File: src/common/line_step_cfg.svh
// Constants for the line and step-vector draw engine
// Summary of operation
// RULE_01: Function is selected first; selecting step-vector function alone never starts drawing.
// RULE_02: Step register write with any other function selected does nothing.
// RULE_03: Code 00 is executed, then ends the operation; later codes ignored.
// RULE_04: Completion, also by stop code, drops the busy indication.
// RULE_05: Fewer than four codes: stop code after them, or write upper bytes only.
// RULE_06: Line stepper works in octant zero; octant is {x sign, y sign, major}.
// RULE_07: Sign flags are 1 for negative; major flag 1 when |x| <= |y|.
// RULE_08: Software loads the line length, the major delta, before starting.
// RULE_09: Stepper takes initial error, first constant and second constant.
// RULE_10: After a line the pointers address its final pixel; the passive map x pointer is left one step past it.
// RULE_11: Write draw: destination follows the function, source steps in x only.
// RULE_12: Read draw: source follows the function, destination steps in x only.
// RULE_13: Passive map always increments x and never changes y.
// RULE_14: Pattern steps like source; mask steps like destination.
// RULE_15: Source and pattern wrap at map edges; destination writes are scissored.
// RULE_16: Fixed colour lines need write draw, chosen by software.
// RULE_17: Modes suppress first or last pixel for lines and step vectors.
// RULE_18: Area mode: down keeps run ends, up keeps run starts, horizontal draws none.
// RULE_19: Outline drawing uses area mode and exclusive-or mix.
// RULE_20: Outline clipped at the left map edge still writes a pixel there.
// RULE_21: Software disables mask scissoring for outlines, restores it for fill.
// RULE_22: Code byte: 3-bit direction, move or draw flag, count; count+1 pixels.
// RULE_23: Move flag 0 only moves pointers; 1 draws pixels.
// RULE_24: Top byte write starts; codes run from lowest byte upward.
// RULE_25: For endpoint suppression every step code is its own line.
// RULE_26: Each step advances major axis; non-negative error also minor and K2.
`ifndef LINE_STEP_CFG_SVH
`define LINE_STEP_CFG_SVH
`define PTR_W 13
`define DIM_W 12
`define ERR_W 16
`define FN_W 3
`define FN_STEP 3'h1
`define FN_LINE 3'h2
`define MODE_NORMAL 2'h0
`define MODE_FIRST_NULL 2'h1
`define MODE_LAST_NULL 2'h2
`define MODE_AREA 2'h3
`define OCT_XSIGN 2
`define OCT_YSIGN 1
`define OCT_MAJOR 0
`define CODE_DIR_MSB 7
`define CODE_DIR_LSB 5
`define CODE_DRAW_BIT 4
`define CODE_CNT_MSB 3
`define STOP_CODE 8'h00
`define TOP_BYTE 3
`endif

File: src/common/line_step_pkg.sv
// Types shared by the draw engine files
`include "line_step_cfg.svh"
package line_step_pkg;
  typedef enum logic [1:0] {ST_IDLE, ST_LINE, ST_STEP} engine_state_t;
  typedef logic signed [`PTR_W-1:0] ptr_t;
  typedef logic signed [`ERR_W-1:0] err_t;
endpackage : line_step_pkg

File: src/hw/line_step_engine.sv
// Line and step-vector draw sequencer with map pointer stepping
`timescale 1ns/1ps
`include "line_step_cfg.svh"
module line_step_engine (
  input wire logic ref_clk,
  input wire logic nrst,
  input wire logic opWrite,
  input wire logic [`FN_W-1:0] opFunction,
  input wire logic [2:0] opOctant,
  input wire logic [1:0] opDrawMode,
  input wire logic opReadDraw,
  input wire logic [`DIM_W-1:0] opLength,
  input wire line_step_pkg::err_t errInit,
  input wire line_step_pkg::err_t k1Init,
  input wire line_step_pkg::err_t k2Init,
  input wire logic stepWrite,
  input wire logic [31:0] stepData,
  input wire logic [3:0] stepByteEn,
  input wire logic ptrLoad,
  input wire line_step_pkg::ptr_t srcXInit,
  input wire line_step_pkg::ptr_t srcYInit,
  input wire line_step_pkg::ptr_t patXInit,
  input wire line_step_pkg::ptr_t patYInit,
  input wire line_step_pkg::ptr_t dstXInit,
  input wire line_step_pkg::ptr_t dstYInit,
  input wire logic [`DIM_W-1:0] srcWidth,
  input wire logic [`DIM_W-1:0] srcHeight,
  input wire logic [`DIM_W-1:0] patWidth,
  input wire logic [`DIM_W-1:0] patHeight,
  input wire logic [`DIM_W-1:0] dstWidth,
  input wire logic [`DIM_W-1:0] dstHeight,
  output logic busy,
  output logic pixValid,
  output logic pixWrite,
  output line_step_pkg::ptr_t pixSrcX,
  output line_step_pkg::ptr_t pixSrcY,
  output line_step_pkg::ptr_t pixPatX,
  output line_step_pkg::ptr_t pixPatY,
  output line_step_pkg::ptr_t pixDstX,
  output line_step_pkg::ptr_t pixDstY,
  output line_step_pkg::ptr_t srcX,
  output line_step_pkg::ptr_t srcY,
  output line_step_pkg::ptr_t patX,
  output line_step_pkg::ptr_t patY,
  output line_step_pkg::ptr_t dstX,
  output line_step_pkg::ptr_t dstY
);

  ////////////////////////////////////////////////////////////////////////////
  // Helpers

  function automatic logic [7:0] codeAt(input logic [31:0] codes,
                                        input logic [1:0] idx);
    codeAt = codes[{idx, 3'b000} +: 8];
  endfunction : codeAt

  function automatic logic [3:0] codeCount(input logic [31:0] codes,
                                           input logic [1:0] idx);
    codeCount = codes[{idx, 3'b000} +: (`CODE_CNT_MSB + 1)];
  endfunction : codeCount

  function automatic logic [1:0] lowestByte(input logic [3:0] en);
    lowestByte = 2'h3;
    for (int i = 3; i >= 0; i--) begin
      if (en[i]) begin
        lowestByte = 2'(i);
      end
    end
  endfunction : lowestByte

  ////////////////////////////////////////////////////////////////////////////
  // State

  line_step_pkg::engine_state_t state_reg, state_next;
  logic [`FN_W-1:0] func_reg, func_next;
  logic [2:0] octant_reg, octant_next;
  logic [1:0] mode_reg, mode_next;
  logic readDraw_reg, readDraw_next;
  line_step_pkg::err_t err_reg, err_next;
  line_step_pkg::err_t k1_reg, k1_next;
  line_step_pkg::err_t k2_reg, k2_next;
  logic [`DIM_W-1:0] remain_reg, remain_next;
  logic [31:0] codes_reg, codes_next;
  logic [1:0] idx_reg, idx_next;
  logic first_reg, first_next;
  logic prevYChg_reg, prevYChg_next;
  line_step_pkg::ptr_t srcX_reg, srcX_next, srcY_reg, srcY_next;
  line_step_pkg::ptr_t patX_reg, patX_next, patY_reg, patY_next;
  line_step_pkg::ptr_t dstX_reg, dstX_next, dstY_reg, dstY_next;
  logic busy_reg, busy_next;
  logic pixValid_reg, pixValid_next;
  logic pixWrite_reg, pixWrite_next;
  line_step_pkg::ptr_t pixSrcX_reg, pixSrcX_next, pixSrcY_reg, pixSrcY_next;
  line_step_pkg::ptr_t pixPatX_reg, pixPatX_next, pixPatY_reg, pixPatY_next;
  line_step_pkg::ptr_t pixDstX_reg, pixDstX_next, pixDstY_reg, pixDstY_next;

  ////////////////////////////////////////////////////////////////////////////
  // Step decode and pointer wrapping

  logic [7:0] curCode;
  logic isStep;
  logic signed [1:0] fdx, fdy;
  logic signed [1:0] srcDx, srcDy, dstDx, dstDy;
  line_step_pkg::err_t errStep;
  logic horiz, down;
  line_step_pkg::ptr_t srcXw, srcYw, patXw, patYw;

  assign curCode = codeAt(codes_reg, idx_reg);
  assign isStep = (state_reg == line_step_pkg::ST_STEP);

  step_decode u_decode (
    .isStep(isStep),
    .dir(curCode[`CODE_DIR_MSB:`CODE_DIR_LSB]),
    .octant(octant_reg),
    .err(err_reg),
    .k1(k1_reg),
    .k2(k2_reg),
    .dx(fdx),
    .dy(fdy),
    .errNext(errStep),
    .horiz(horiz),
    .down(down)
  );

  map_wrap u_srcx (.pos(srcX_reg), .delta(srcDx), .extent(srcWidth),
                   .next(srcXw)); // RULE_15
  map_wrap u_srcy (.pos(srcY_reg), .delta(srcDy), .extent(srcHeight),
                   .next(srcYw));
  map_wrap u_patx (.pos(patX_reg), .delta(srcDx), .extent(patWidth),
                   .next(patXw)); // RULE_14
  map_wrap u_paty (.pos(patY_reg), .delta(srcDy), .extent(patHeight),
                   .next(patYw));

  ////////////////////////////////////////////////////////////////////////////
  // Next-state logic

  logic isLast, drawEn, yInside, xInside, leftClip, stepDone;

  always_comb begin
    state_next = state_reg;
    func_next = func_reg;
    octant_next = octant_reg;
    mode_next = mode_reg;
    readDraw_next = readDraw_reg;
    err_next = err_reg;
    k1_next = k1_reg;
    k2_next = k2_reg;
    remain_next = remain_reg;
    codes_next = codes_reg;
    idx_next = idx_reg;
    first_next = first_reg;
    prevYChg_next = prevYChg_reg;
    srcX_next = srcX_reg;
    srcY_next = srcY_reg;
    patX_next = patX_reg;
    patY_next = patY_reg;
    dstX_next = dstX_reg;
    dstY_next = dstY_reg;
    busy_next = busy_reg;
    pixValid_next = 1'b0;
    pixWrite_next = 1'b0;
    pixSrcX_next = pixSrcX_reg;
    pixSrcY_next = pixSrcY_reg;
    pixPatX_next = pixPatX_reg;
    pixPatY_next = pixPatY_reg;
    pixDstX_next = pixDstX_reg;
    pixDstY_next = pixDstY_reg;
    isLast = (remain_reg == '0);
    drawEn = 1'b0;
    yInside = (dstY_reg >= 0) && (dstY_reg < `PTR_W'(dstHeight));
    xInside = (dstX_reg >= 0) && (dstX_reg < `PTR_W'(dstWidth));
    leftClip = 1'b0;
    stepDone = 1'b0;
    // The function-driven map moves only between pixels; passive x always
    srcDx = readDraw_reg ? (isLast ? 2'sd0 : fdx) : 2'sd1; // RULE_12 RULE_13
    srcDy = (readDraw_reg && !isLast) ? fdy : 2'sd0; // RULE_13
    dstDx = readDraw_reg ? 2'sd1 : (isLast ? 2'sd0 : fdx); // RULE_11 RULE_13
    dstDy = (!readDraw_reg && !isLast) ? fdy : 2'sd0; // RULE_11

    case (state_reg)
      line_step_pkg::ST_IDLE: begin
        if (ptrLoad) begin
          srcX_next = srcXInit;
          srcY_next = srcYInit;
          patX_next = patXInit;
          patY_next = patYInit;
          dstX_next = dstXInit;
          dstY_next = dstYInit;
        end
        if (opWrite) begin
          func_next = opFunction;
          octant_next = opOctant;
          mode_next = opDrawMode;
          readDraw_next = opReadDraw;
          err_next = errInit; // RULE_09
          k1_next = k1Init;
          k2_next = k2Init;
          // Only the line function starts here; step function waits
          if (opFunction == `FN_LINE) begin // RULE_01
            state_next = line_step_pkg::ST_LINE;
            remain_next = opLength;
            first_next = 1'b1;
            prevYChg_next = 1'b0;
            busy_next = 1'b1;
          end
        end else if (stepWrite && stepByteEn[`TOP_BYTE] &&
                     func_reg == `FN_STEP) begin // RULE_02 RULE_24
          codes_next = stepData;
          idx_next = lowestByte(stepByteEn); // RULE_05
          remain_next = `DIM_W'(codeCount(stepData,
            lowestByte(stepByteEn))); // RULE_22
          first_next = 1'b1;
          prevYChg_next = 1'b0;
          state_next = line_step_pkg::ST_STEP;
          busy_next = 1'b1;
        end
      end
      line_step_pkg::ST_LINE, line_step_pkg::ST_STEP: begin
        // Endpoint suppression and area rules per code or line
        case (mode_reg) // RULE_17 RULE_25
          `MODE_FIRST_NULL: drawEn = !first_reg;
          `MODE_LAST_NULL: drawEn = !isLast;
          `MODE_AREA: begin // RULE_18
            if (horiz) begin
              drawEn = 1'b0;
            end else if (down) begin
              drawEn = !isLast && (fdy != 2'sd0);
            end else begin
              drawEn = !first_reg && prevYChg_reg;
            end
          end
          default: drawEn = 1'b1;
        endcase
        if (isStep && !curCode[`CODE_DRAW_BIT]) begin
          drawEn = 1'b0; // RULE_23
        end
        // Outline clipped on the left still marks the fill start
        leftClip = (mode_reg == `MODE_AREA) && (dstX_reg < 0) &&
                   yInside; // RULE_20
        pixValid_next = 1'b1;
        pixWrite_next = drawEn && yInside && (xInside || leftClip); // RULE_15
        pixSrcX_next = srcX_reg;
        pixSrcY_next = srcY_reg;
        pixPatX_next = patX_reg;
        pixPatY_next = patY_reg;
        pixDstX_next = leftClip ? '0 : dstX_reg;
        pixDstY_next = dstY_reg;
        // Destination keeps stepping off-map; only writes are inhibited
        srcX_next = srcXw;
        srcY_next = srcYw;
        patX_next = patXw;
        patY_next = patYw;
        dstX_next = dstX_reg + `PTR_W'(dstDx);
        dstY_next = dstY_reg + `PTR_W'(dstDy);
        prevYChg_next = (fdy != 2'sd0);
        first_next = 1'b0;
        remain_next = remain_reg - `DIM_W'(1);
        if (!isStep && !isLast) begin
          err_next = errStep; // RULE_26
        end
        if (isLast) begin // RULE_10
          if (!isStep) begin
            stepDone = 1'b1;
          end else if (curCode == `STOP_CODE || idx_reg == 2'h3) begin
            stepDone = 1'b1; // RULE_03
          end else begin
            idx_next = idx_reg + 2'h1; // RULE_24
            remain_next = `DIM_W'(codeCount(codes_reg, idx_reg + 2'h1));
            first_next = 1'b1;
            prevYChg_next = 1'b0;
          end
        end
        if (stepDone) begin
          state_next = line_step_pkg::ST_IDLE;
          busy_next = 1'b0; // RULE_04
        end
      end
      default: begin
        state_next = line_step_pkg::ST_IDLE;
        busy_next = 1'b0;
      end
    endcase
  end

  ////////////////////////////////////////////////////////////////////////////
  // Registers

  always_ff @(posedge ref_clk or negedge nrst) begin
    if (!nrst) begin
      state_reg <= line_step_pkg::ST_IDLE;
      mode_reg <= `MODE_NORMAL;
      {func_reg, octant_reg, readDraw_reg, idx_reg} <= '0;
      {err_reg, k1_reg, k2_reg, remain_reg, codes_reg} <= '0;
      {first_reg, prevYChg_reg, busy_reg, pixValid_reg, pixWrite_reg} <= '0;
      {srcX_reg, srcY_reg, patX_reg, patY_reg, dstX_reg, dstY_reg} <= '0;
      {pixSrcX_reg, pixSrcY_reg, pixPatX_reg, pixPatY_reg} <= '0;
      {pixDstX_reg, pixDstY_reg} <= '0;
    end else begin
      state_reg <= state_next;
      func_reg <= func_next;
      octant_reg <= octant_next;
      mode_reg <= mode_next;
      readDraw_reg <= readDraw_next;
      err_reg <= err_next;
      k1_reg <= k1_next;
      k2_reg <= k2_next;
      remain_reg <= remain_next;
      codes_reg <= codes_next;
      idx_reg <= idx_next;
      first_reg <= first_next;
      prevYChg_reg <= prevYChg_next;
      srcX_reg <= srcX_next;
      srcY_reg <= srcY_next;
      patX_reg <= patX_next;
      patY_reg <= patY_next;
      dstX_reg <= dstX_next;
      dstY_reg <= dstY_next;
      busy_reg <= busy_next;
      pixValid_reg <= pixValid_next;
      pixWrite_reg <= pixWrite_next;
      pixSrcX_reg <= pixSrcX_next;
      pixSrcY_reg <= pixSrcY_next;
      pixPatX_reg <= pixPatX_next;
      pixPatY_reg <= pixPatY_next;
      pixDstX_reg <= pixDstX_next;
      pixDstY_reg <= pixDstY_next;
    end
  end

  assign {busy, pixValid, pixWrite} = {busy_reg, pixValid_reg, pixWrite_reg};
  assign {pixSrcX, pixSrcY, pixPatX} = {pixSrcX_reg, pixSrcY_reg, pixPatX_reg};
  assign {pixPatY, pixDstX, pixDstY} = {pixPatY_reg, pixDstX_reg, pixDstY_reg};
  assign {srcX, srcY, patX} = {srcX_reg, srcY_reg, patX_reg};
  assign {patY, dstX, dstY} = {patY_reg, dstX_reg, dstY_reg};

endmodule : line_step_engine

File: src/hw/map_wrap.sv
// Next pointer on one axis, wrapped inside the map extent
`timescale 1ns/1ps
`include "line_step_cfg.svh"
module map_wrap (
  input wire line_step_pkg::ptr_t pos,
  input wire logic signed [1:0] delta,
  input wire logic [`DIM_W-1:0] extent,
  output line_step_pkg::ptr_t next
);
  line_step_pkg::ptr_t sum;
  line_step_pkg::ptr_t top;
  always_comb begin
    sum = pos + `PTR_W'(delta);
    top = `PTR_W'(extent);
    if (sum < 0) begin
      next = top - `PTR_W'(1);
    end else if (sum >= top) begin
      next = '0;
    end else begin
      next = sum;
    end
  end
endmodule : map_wrap

File: src/hw/step_decode.sv
// Per-pixel step direction and error update for line and step codes
`timescale 1ns/1ps
`include "line_step_cfg.svh"
module step_decode (
  input wire logic isStep,
  input wire logic [2:0] dir,
  input wire logic [2:0] octant,
  input wire line_step_pkg::err_t err,
  input wire line_step_pkg::err_t k1,
  input wire line_step_pkg::err_t k2,
  output logic signed [1:0] dx,
  output logic signed [1:0] dy,
  output line_step_pkg::err_t errNext,
  output logic horiz,
  output logic down
);
  logic signed [1:0] sx;
  logic signed [1:0] sy;
  logic minorStep;
  always_comb begin
    sx = octant[`OCT_XSIGN] ? -2'sd1 : 2'sd1;
    sy = octant[`OCT_YSIGN] ? -2'sd1 : 2'sd1;
    minorStep = (err >= 0);
    errNext = minorStep ? err + k2 : err + k1; // RULE_26
    dx = 2'sd0;
    dy = 2'sd0;
    if (isStep) begin
      // Direction n points n*45 degrees anticlockwise from +x, y down
      case (dir) // RULE_22
        3'h0: begin dx = 2'sd1; dy = 2'sd0; end
        3'h1: begin dx = 2'sd1; dy = -2'sd1; end
        3'h2: begin dx = 2'sd0; dy = -2'sd1; end
        3'h3: begin dx = -2'sd1; dy = -2'sd1; end
        3'h4: begin dx = -2'sd1; dy = 2'sd0; end
        3'h5: begin dx = -2'sd1; dy = 2'sd1; end
        3'h6: begin dx = 2'sd0; dy = 2'sd1; end
        default: begin dx = 2'sd1; dy = 2'sd1; end
      endcase
      horiz = (dy == 2'sd0);
      down = (dy == 2'sd1);
    end else begin
      if (octant[`OCT_MAJOR]) begin // RULE_06 RULE_07
        dy = sy;
        dx = minorStep ? sx : 2'sd0; // RULE_26
      end else begin
        dx = sx;
        dy = minorStep ? sy : 2'sd0; // RULE_26
      end
      // No minor delta on an x-major line means it is horizontal
      horiz = !octant[`OCT_MAJOR] && (k1 == 0);
      down = !octant[`OCT_YSIGN];
    end
  end
endmodule : step_decode

File: config.mk
export PLATFORM = sky130hd
export DESIGN_NAME = line_step_engine
export DESIGN_NICKNAME = d
export VERILOG_FILES = /design/src/common/line_step_pkg.sv /design/src/hw/line_step_engine.sv /design/src/hw/map_wrap.sv /design/src/hw/step_decode.sv
export VERILOG_INCLUDE_DIRS = /design/src /design/src/common
export SDC_FILE = /design/constraint.sdc
export NUM_CORES = 1
export LEC_CHECK = 0
export BUFFER_PORTS_ARGS = -buffer_cell sky130_fd_sc_hd__buf_2
export CELL_PAD_IN_SITES_DETAIL_PLACEMENT = 0
export CELL_PAD_IN_SITES_GLOBAL_PLACEMENT = 1
export CORE_MARGIN = 8
export CORE_UTILIZATION = 45
export DETAILED_ROUTE_END_ITERATION = 8
export PLACE_DENSITY_LB_ADDON = 0.1
export SLEW_MARGIN = 10
export SYNTH_ARGS = -nofsm -noshare
export SYNTH_HDL_FRONTEND = slang
export SYNTH_SLANG_ARGS = --single-unit
File: constraint.sdc
create_clock -name ref_clk -period 8.25 [get_ports ref_clk]
set_input_delay 0 -clock ref_clk [delete_from_list [all_inputs] [get_ports ref_clk]]
set_output_delay 0 -clock ref_clk [all_outputs]
set_load 0.01 [all_outputs]
## Word level (Yosys, flattened, before mapping)

Cells that the tools add are included.

| word-level totals | value |
|---|---|
| output and inout bits | 159 |
| latch bits | 0 |
| word-level logic and storage cells | 222 |
| memory bits (read-only) | 0 |
| input port bits | 260 |
| memory bits (writable) | 0 |
| memories kept | 0 |
| bits in registers | 266 |

| operators by class | value |
|---|---|
| bitwise gates (word level) | 1 |
| eq/ne operators | 26 |
| muxes and demuxes | 92 |
| $add $sub $neg | 14 |
| reduce and logical (&&, ||, !) cells | 44 |
| order comparisons | 14 |
| multipliers | 0 |
| shift operators | 3 |
| divide/modulo/power cells | 0 |

Operators with widths:

| cell | count |
|---|---|
| $mux W13 | 15 |
| $pmux W13 S2 | 6 |
| $add A13 B2 Y13 | 6 |
| $mux W12 | 6 |
| $lt A13 B1 Y1 const B | 5 |
| $shiftx A32 B6 Y4 | 2 |
| $ge A13 B13 Y1 | 4 |
| $mux W2 | 26 |
| $sub A12 B1 Y13 const B | 4 |
| $mux W16 | 3 |
| $add A16 B16 Y16 | 2 |
| $logic_not A32 Y1 | 1 |
| $pmux W16 S2 | 1 |
| $shiftx A32 B6 Y8 | 1 |
| $ge A13 B1 Y1 const B | 2 |
| $lt A13 B12 Y1 | 2 |
| $mux W1 | 26 |
| $pmux W12 S2 | 1 |
| $ne A2 B2 Y1 const B | 9 |
| $ge A16 B1 Y1 const B | 1 |
| $pmux W2 S2 | 4 |
| $logic_and A1 B1 Y1 | 15 |
| $logic_not A12 Y1 | 1 |
| $reduce_and A3 Y1 | 4 |
| 21 further kinds | 47 |

## Depth between registers and ports, before layout

| depth | value |
|---|---|
| depth in word-level cells | 16 |
| mapped depth | 25 |
| depth with buffers taken out | 22 |

## Hierarchy

Synthesis repeated with hierarchy kept, for this count alone.

| second synthesis, totals | value |
|---|---|
| cells, all modules | 2038 |
| area, all modules | 19508.7 sq um |

By module, submodules not included:

| module | seq. area each (sq um) | times used | area an instance (sq um) | cells an instance |
|---|---|---|---|---|
| line_step_engine | 6656.4 | 1 | 13227.7 | 1191 |
| map_wrap (u_srcx ...) | 0.0 | 2 | 1276.2 | 173 |
| map_wrap (u_paty) | 0.0 | 1 | 1316.3 | 177 |
| map_wrap (u_patx) | 0.0 | 1 | 1277.5 | 169 |
| step_decode | 0.0 | 1 | 1134.8 | 155 |

## Worst setup path before layout

Ideal clock, no wire load.

| timing | value |
|---|---|
| path kind | register to register |
| start | reg idx_reg[0] |
| end | reg patX_reg[0] (netlist: patX[0]) |
| required time | 8164 ps |
| setup time | 86 ps |
| arrival | 4894 ps |
| cell stages (with the launch flop) | 20 |
| buffers on the path | 2 |
| clock period less this slack | 4980 ps |
| path slack | 3270 ps |
| cells stage by stage | dfrtp_1 buf_6 mux4_2 nor3b_1 a31oi_1 a21boi_4 ha_1 a211o_1 a21oi_1 o21ai_1 a21oi_1 xnor2_1 ha_1 a2111oi_0 o21ai_0 a311o_1 a21oi_1 clkbuf_1 a311oi_1 nor3_1 |

| on the way | value |
|---|---|
| word-level cells in the longest chain between the ends | 12 |
| elaborated cells on any way between the ends | 18 |
| classes of those cells | add/sub: 1; order compare: 2; eq/ne: 5; shift: 1; mux: 7; reduce/logical: 2 |

RTL lines:

| element | line | source |
|---|---|---|
| from (decl) | line_step_engine.sv:84 | `logic [1:0] idx_reg, idx_next;` |
| from (signal assigned) | line_step_engine.sv:309 | `idx_reg <= idx_next;` |
| $shiftx A32 B6 Y8 * | line_step_engine.sv:54 | `codeAt = codes[{idx, 3'b000} +: 8];` |
| $eq A3 B3 Y1 or $eq A3 B2 Y1 (tied branches) | step_decode.sv:29 | `case (dir)` |
| $reduce_or A3 Y1 (no source line) or $reduce_or A2 Y1 (tied branches) | - |  |
| $pmux W2 S2 * | step_decode.sv:29 |  |
| $mux W2 * | step_decode.sv:27 | `if (isStep) begin` |
| $mux W2 * (2 in a row) | line_step_engine.sv:175 | `srcDx = readDraw_reg ? (isLast ? 2'sd0 : fdx) : 2'sd1;` |
| $add A13 B2 Y13 * | map_wrap.sv:13 | `` sum = pos + `PTR_W'(delta); `` |
| $ge A13 B13 Y1 | map_wrap.sv:17 | `end else if (sum >= top) begin` |
| $mux W13 | map_wrap.sv:17 |  |
| $mux W13 * | map_wrap.sv:15 | `if (sum < 0) begin` |
| $pmux W13 S2 * | line_step_engine.sv:180 | `case (state_reg)` |
| to (signal assigned) | line_step_engine.sv:314 | `patX_reg <= patX_next;` |
| to (decl) | line_step_engine.sv:88 | `line_step_pkg::ptr_t patX_reg, patX_next, patY_reg, patY_next;` |

Every way passes the cells marked *; elsewhere a longest branch is shown, timed or not.
A chain may end at the register's enable or synchronous reset.

## Worst setup path in the final report

| timing | value |
|---|---|
| start | reg idx_reg[0] |
| end | reg patX_reg[3] (netlist: patX[3]) |

The elaborated chain is that of the path after synthesis.

==> metrics.md <==
| Metric | Value |
|---|---|
| Final worst path period share | 79.4% |
| R2r setup slk | 1.70 ns |
| Number of synthesized flops with an enable pin | 0 |
| Post-layout util | 59.7% |
| DPL Wire Length | 45200 µm |
| Lkg Pwr | 11.5 nW |
| TNS Setup | 0 ns |
| Share of the synthesized area in the top cell type | 35.9% |
| First DRT Iteration DRCs | 923 |
| H-tree Lvls | 2 |
| Slew Limit Fails | 0 |
| Area Overhead vs Synth | 31.2% |
| Area leader, netlist | dfrtp_1 |
| Worst EP required | 8.73 ns |
| Max_cap viols | 0 |
| RePlAce Congestion | 0.880 |
| CP arrival | 7.03 ns |
| Width of the die | 219 µm |
| DRC violations left | 0 |
| Register area share after synthesis | 35.9% |
| Inserted Clock Buffers | 34 |
| Commonest non-fill, non-tap cells in the layout | 417 x buf_2, 266 x dfrtp_1, 219 x dlygate4sd3_1 |
| I/O pin cnt | 419 |
| Hold Fails Final Rpt | 0 |
| First drt pass iteration count | 5 |
| First-pass GRT wire length | 97200 µm |
| Post-route cell area | 24300 µm² |
| Place WS | 2.39 ns |
| Top cells by area, synth | dfrtp_1 36%, ha_1 10%, mux2_2 9.5% |
| Initial antenna violation count | 7 |
| Crit path kind | flop to flop |
| Fmax | 153 MHz |
| Synthesis-stage register bit count | 266 |
| Clock root buffer | clkbuf_16 |
| Worst-Skew Late Latency | 0.55 ns |
| Type of the most critical hold path | input port to flop |
| Synth Instances | 1946 |
| Final #Nets | 2956 |
| Die Area | 48000 µm² |
| Cell Area, Synth | 18500 µm² |
| Worst hold slack | 0.0241 ns |
| CTS tree | built |
| Input/output buffers | 418 |
| Row count | 74 |
| Vias in the first global route | 17733 |
| Post-CTS Resized | 0 |
| Worst slew pin tran | 1.11 ns |
| DR WL/cell | 20.0 µm |
| Max Fanout on Critical Path | 26 |
| Initial Util | 45.5% |
| Share of post-route cells with drive strength above 1 | 27.4% |
| Post-placement cell area | 21000 µm² |
| Status | finished, final reports clean |
| Post-synth ARST share | 100% |
| Core ar. | 40700 µm² |
| Fin crit period | 6.55 ns |
| Most common cell after layout, fill and taps aside | buf_2 |
| Register clock-pin slew on the reported worst setup and hold paths | 0.06 ns |
| Final WL | 62200 µm |
| Distinct cells, synth | 93 |
| Max reg flops | 32 |
| Slew headroom | 25.6% |
| Pin count of the biggest net entering global routing | 94 |
| Ys Warns | 0 |
| Layout Skew | 0.0205 ns |
| Post-synthesis area per instance | 9.53 µm² |
| Prevailing post-synth register cell | dfrtp_1 |
| Final Setup Violations | 0 |
| Worst setup EP type | flop |
| Vias per Instance | 5.51 |
| Grt total ovfl | 0 |
| Via count | 17096 |
| Peak supply drop | 261 µV |
| Die height | 219 µm |
| Final WS setup | 1.70 ns |
| Syn_nets | 2362 |
| RSZ-0062 raised after global routing | false |
| CTS sink cnt | 266 |
| Pwr Density | 487 nW/µm² |
| Antenna viol nets, final | 0 |
| CP startpoint kind | flop |
| Max Root-Sink Buffers | 3 |
| GRT Overall Usage | 25.3% |
path summary, 6_finish.rpt:
kind	from	cells after the start	endpoint
hold / removal	patWidth[2]	5	patX[2]$_DFFE_PN0P_
setup reg to reg	idx_reg[0]$_DFFE_PN0P_	19	patX[3]$_DFFE_PN0P_
hold reg to reg	prevYChg_reg$_DFFE_PN0P_	2	prevYChg_reg$_DFFE_PN0P_
setup / recovery	idx_reg[0]$_DFFE_PN0P_	19	patX[3]$_DFFE_PN0P_
min in group asynchronous	nrst	2	pixSrcX[3]$_DFFE_PN0N_
max in group asynchronous	nrst	4	k1_reg[0]$_DFFE_PN0P_
cells by family (layout without fill, tap and decap cells):
group | Yosys count | in the layout | synth area share (%)
mux | 212 | 212 | 13.1
fa+ha+maj | 156 | 156 | 10.7
xor+xnor | 116 | 116 | 5.82
compound gates | 470 | 470 | 16.1
flops | 266 | 266 | 35.9
buf+inv | 205 | 824 | 4.82
other cells | 0 | 7 | 0
simple gates | 521 | 521 | 13.5
cells in the mapped netlist, types with 15 or more instances:
cell type / count
a21o_1: 28
a21oi_1: 140
a311oi_1: 15
a31oi_1: 26
and3_1: 28
buf_1: 19
clkbuf_1: 58
dfrtp_1: 266
ha_1: 151
inv_1: 109
mux2_2: 156
mux2i_1: 47
nand2_1: 120
nand3_1: 36
nor2_1: 158
nor3_1: 69
nor4_1: 29
o21ai_0: 137
xnor2_1: 86
xor2_1: 23
power breakdown:
| group | total [mW] | switching, mW | internal (mW) |
|---|---|---|---|
| Sequential | 2.69 | 0.704 | 1.98 |
| Combinational | 7.66 | 4.25 | 3.41 |
| Clock | 1.50 | 0.618 | 0.877 |
| Total | 11.8 | 5.57 | 6.27 |
routing by layer:
layer | vias to the layer above | part of all wire, % | track usage (%)
met3 | 108 | 6.3 | 5.25
li1 | 8265 | - | -
met4 | 2 | 3.0 | 8.83
met5 | - | 0.019 | 0
met2 | 494 | 49 | 43.2
met1 | 8227 | 42 | 31.5
cell type report:
| cell class | instances | area (µm²) |
|---|---|---|
| antenna | 7 | 17.5 |
| clock buffer | 47 | 991 |
| clock inverter | 14 | 128 |
| fill | 3497 | 16400 |
| inverter | 110 | 420 |
| multi-input combinational | 1475 | 11000 |
| sequential | 266 | 6660 |
| tap | 532 | 666 |
| timing repair buffer | 653 | 4410 |
through the flow:
| stage | std cells | total power, mW |
|---|---|---|
| floorplan | 1946 | 8.02 |
| global placement | 2817 | 9.88 |
| detailed placement | 2817 | 10.0 |
| CTS | 3097 | 11.9 |
| global route | 3102 | 12.9 |
| finish | 3104 | 11.8 |
repair_timing:
item / 4_1_cts / 5_1_grt
endpoints found under the hold margin: 266 / 0
setup buffers: 0 / 0
hold buffers: 219 / 0
worst max-delay path: stages, from the launching register on:
cell,delay [ns]
dfrtp_1,0.69
mux4_2,0.64
nor3b_1,0.17
a31oi_1,0.34
a21boi_4,0.09
buf_4,0.25
fa_1,0.48
a211o_1,0.30
a21oi_1,0.22
o21ai_1,0.14
a21oi_1,0.18
xnor2_1,0.11
ha_1,0.20
a2111oi_0,0.34
o21ai_0,0.15
a311o_1,0.33
a21oi_1,0.84
a311oi_1,0.19
o21ai_0,0.23
dlygate4sd3_1,0.59
No activity file was read; power rests on OpenSTA's default activity.
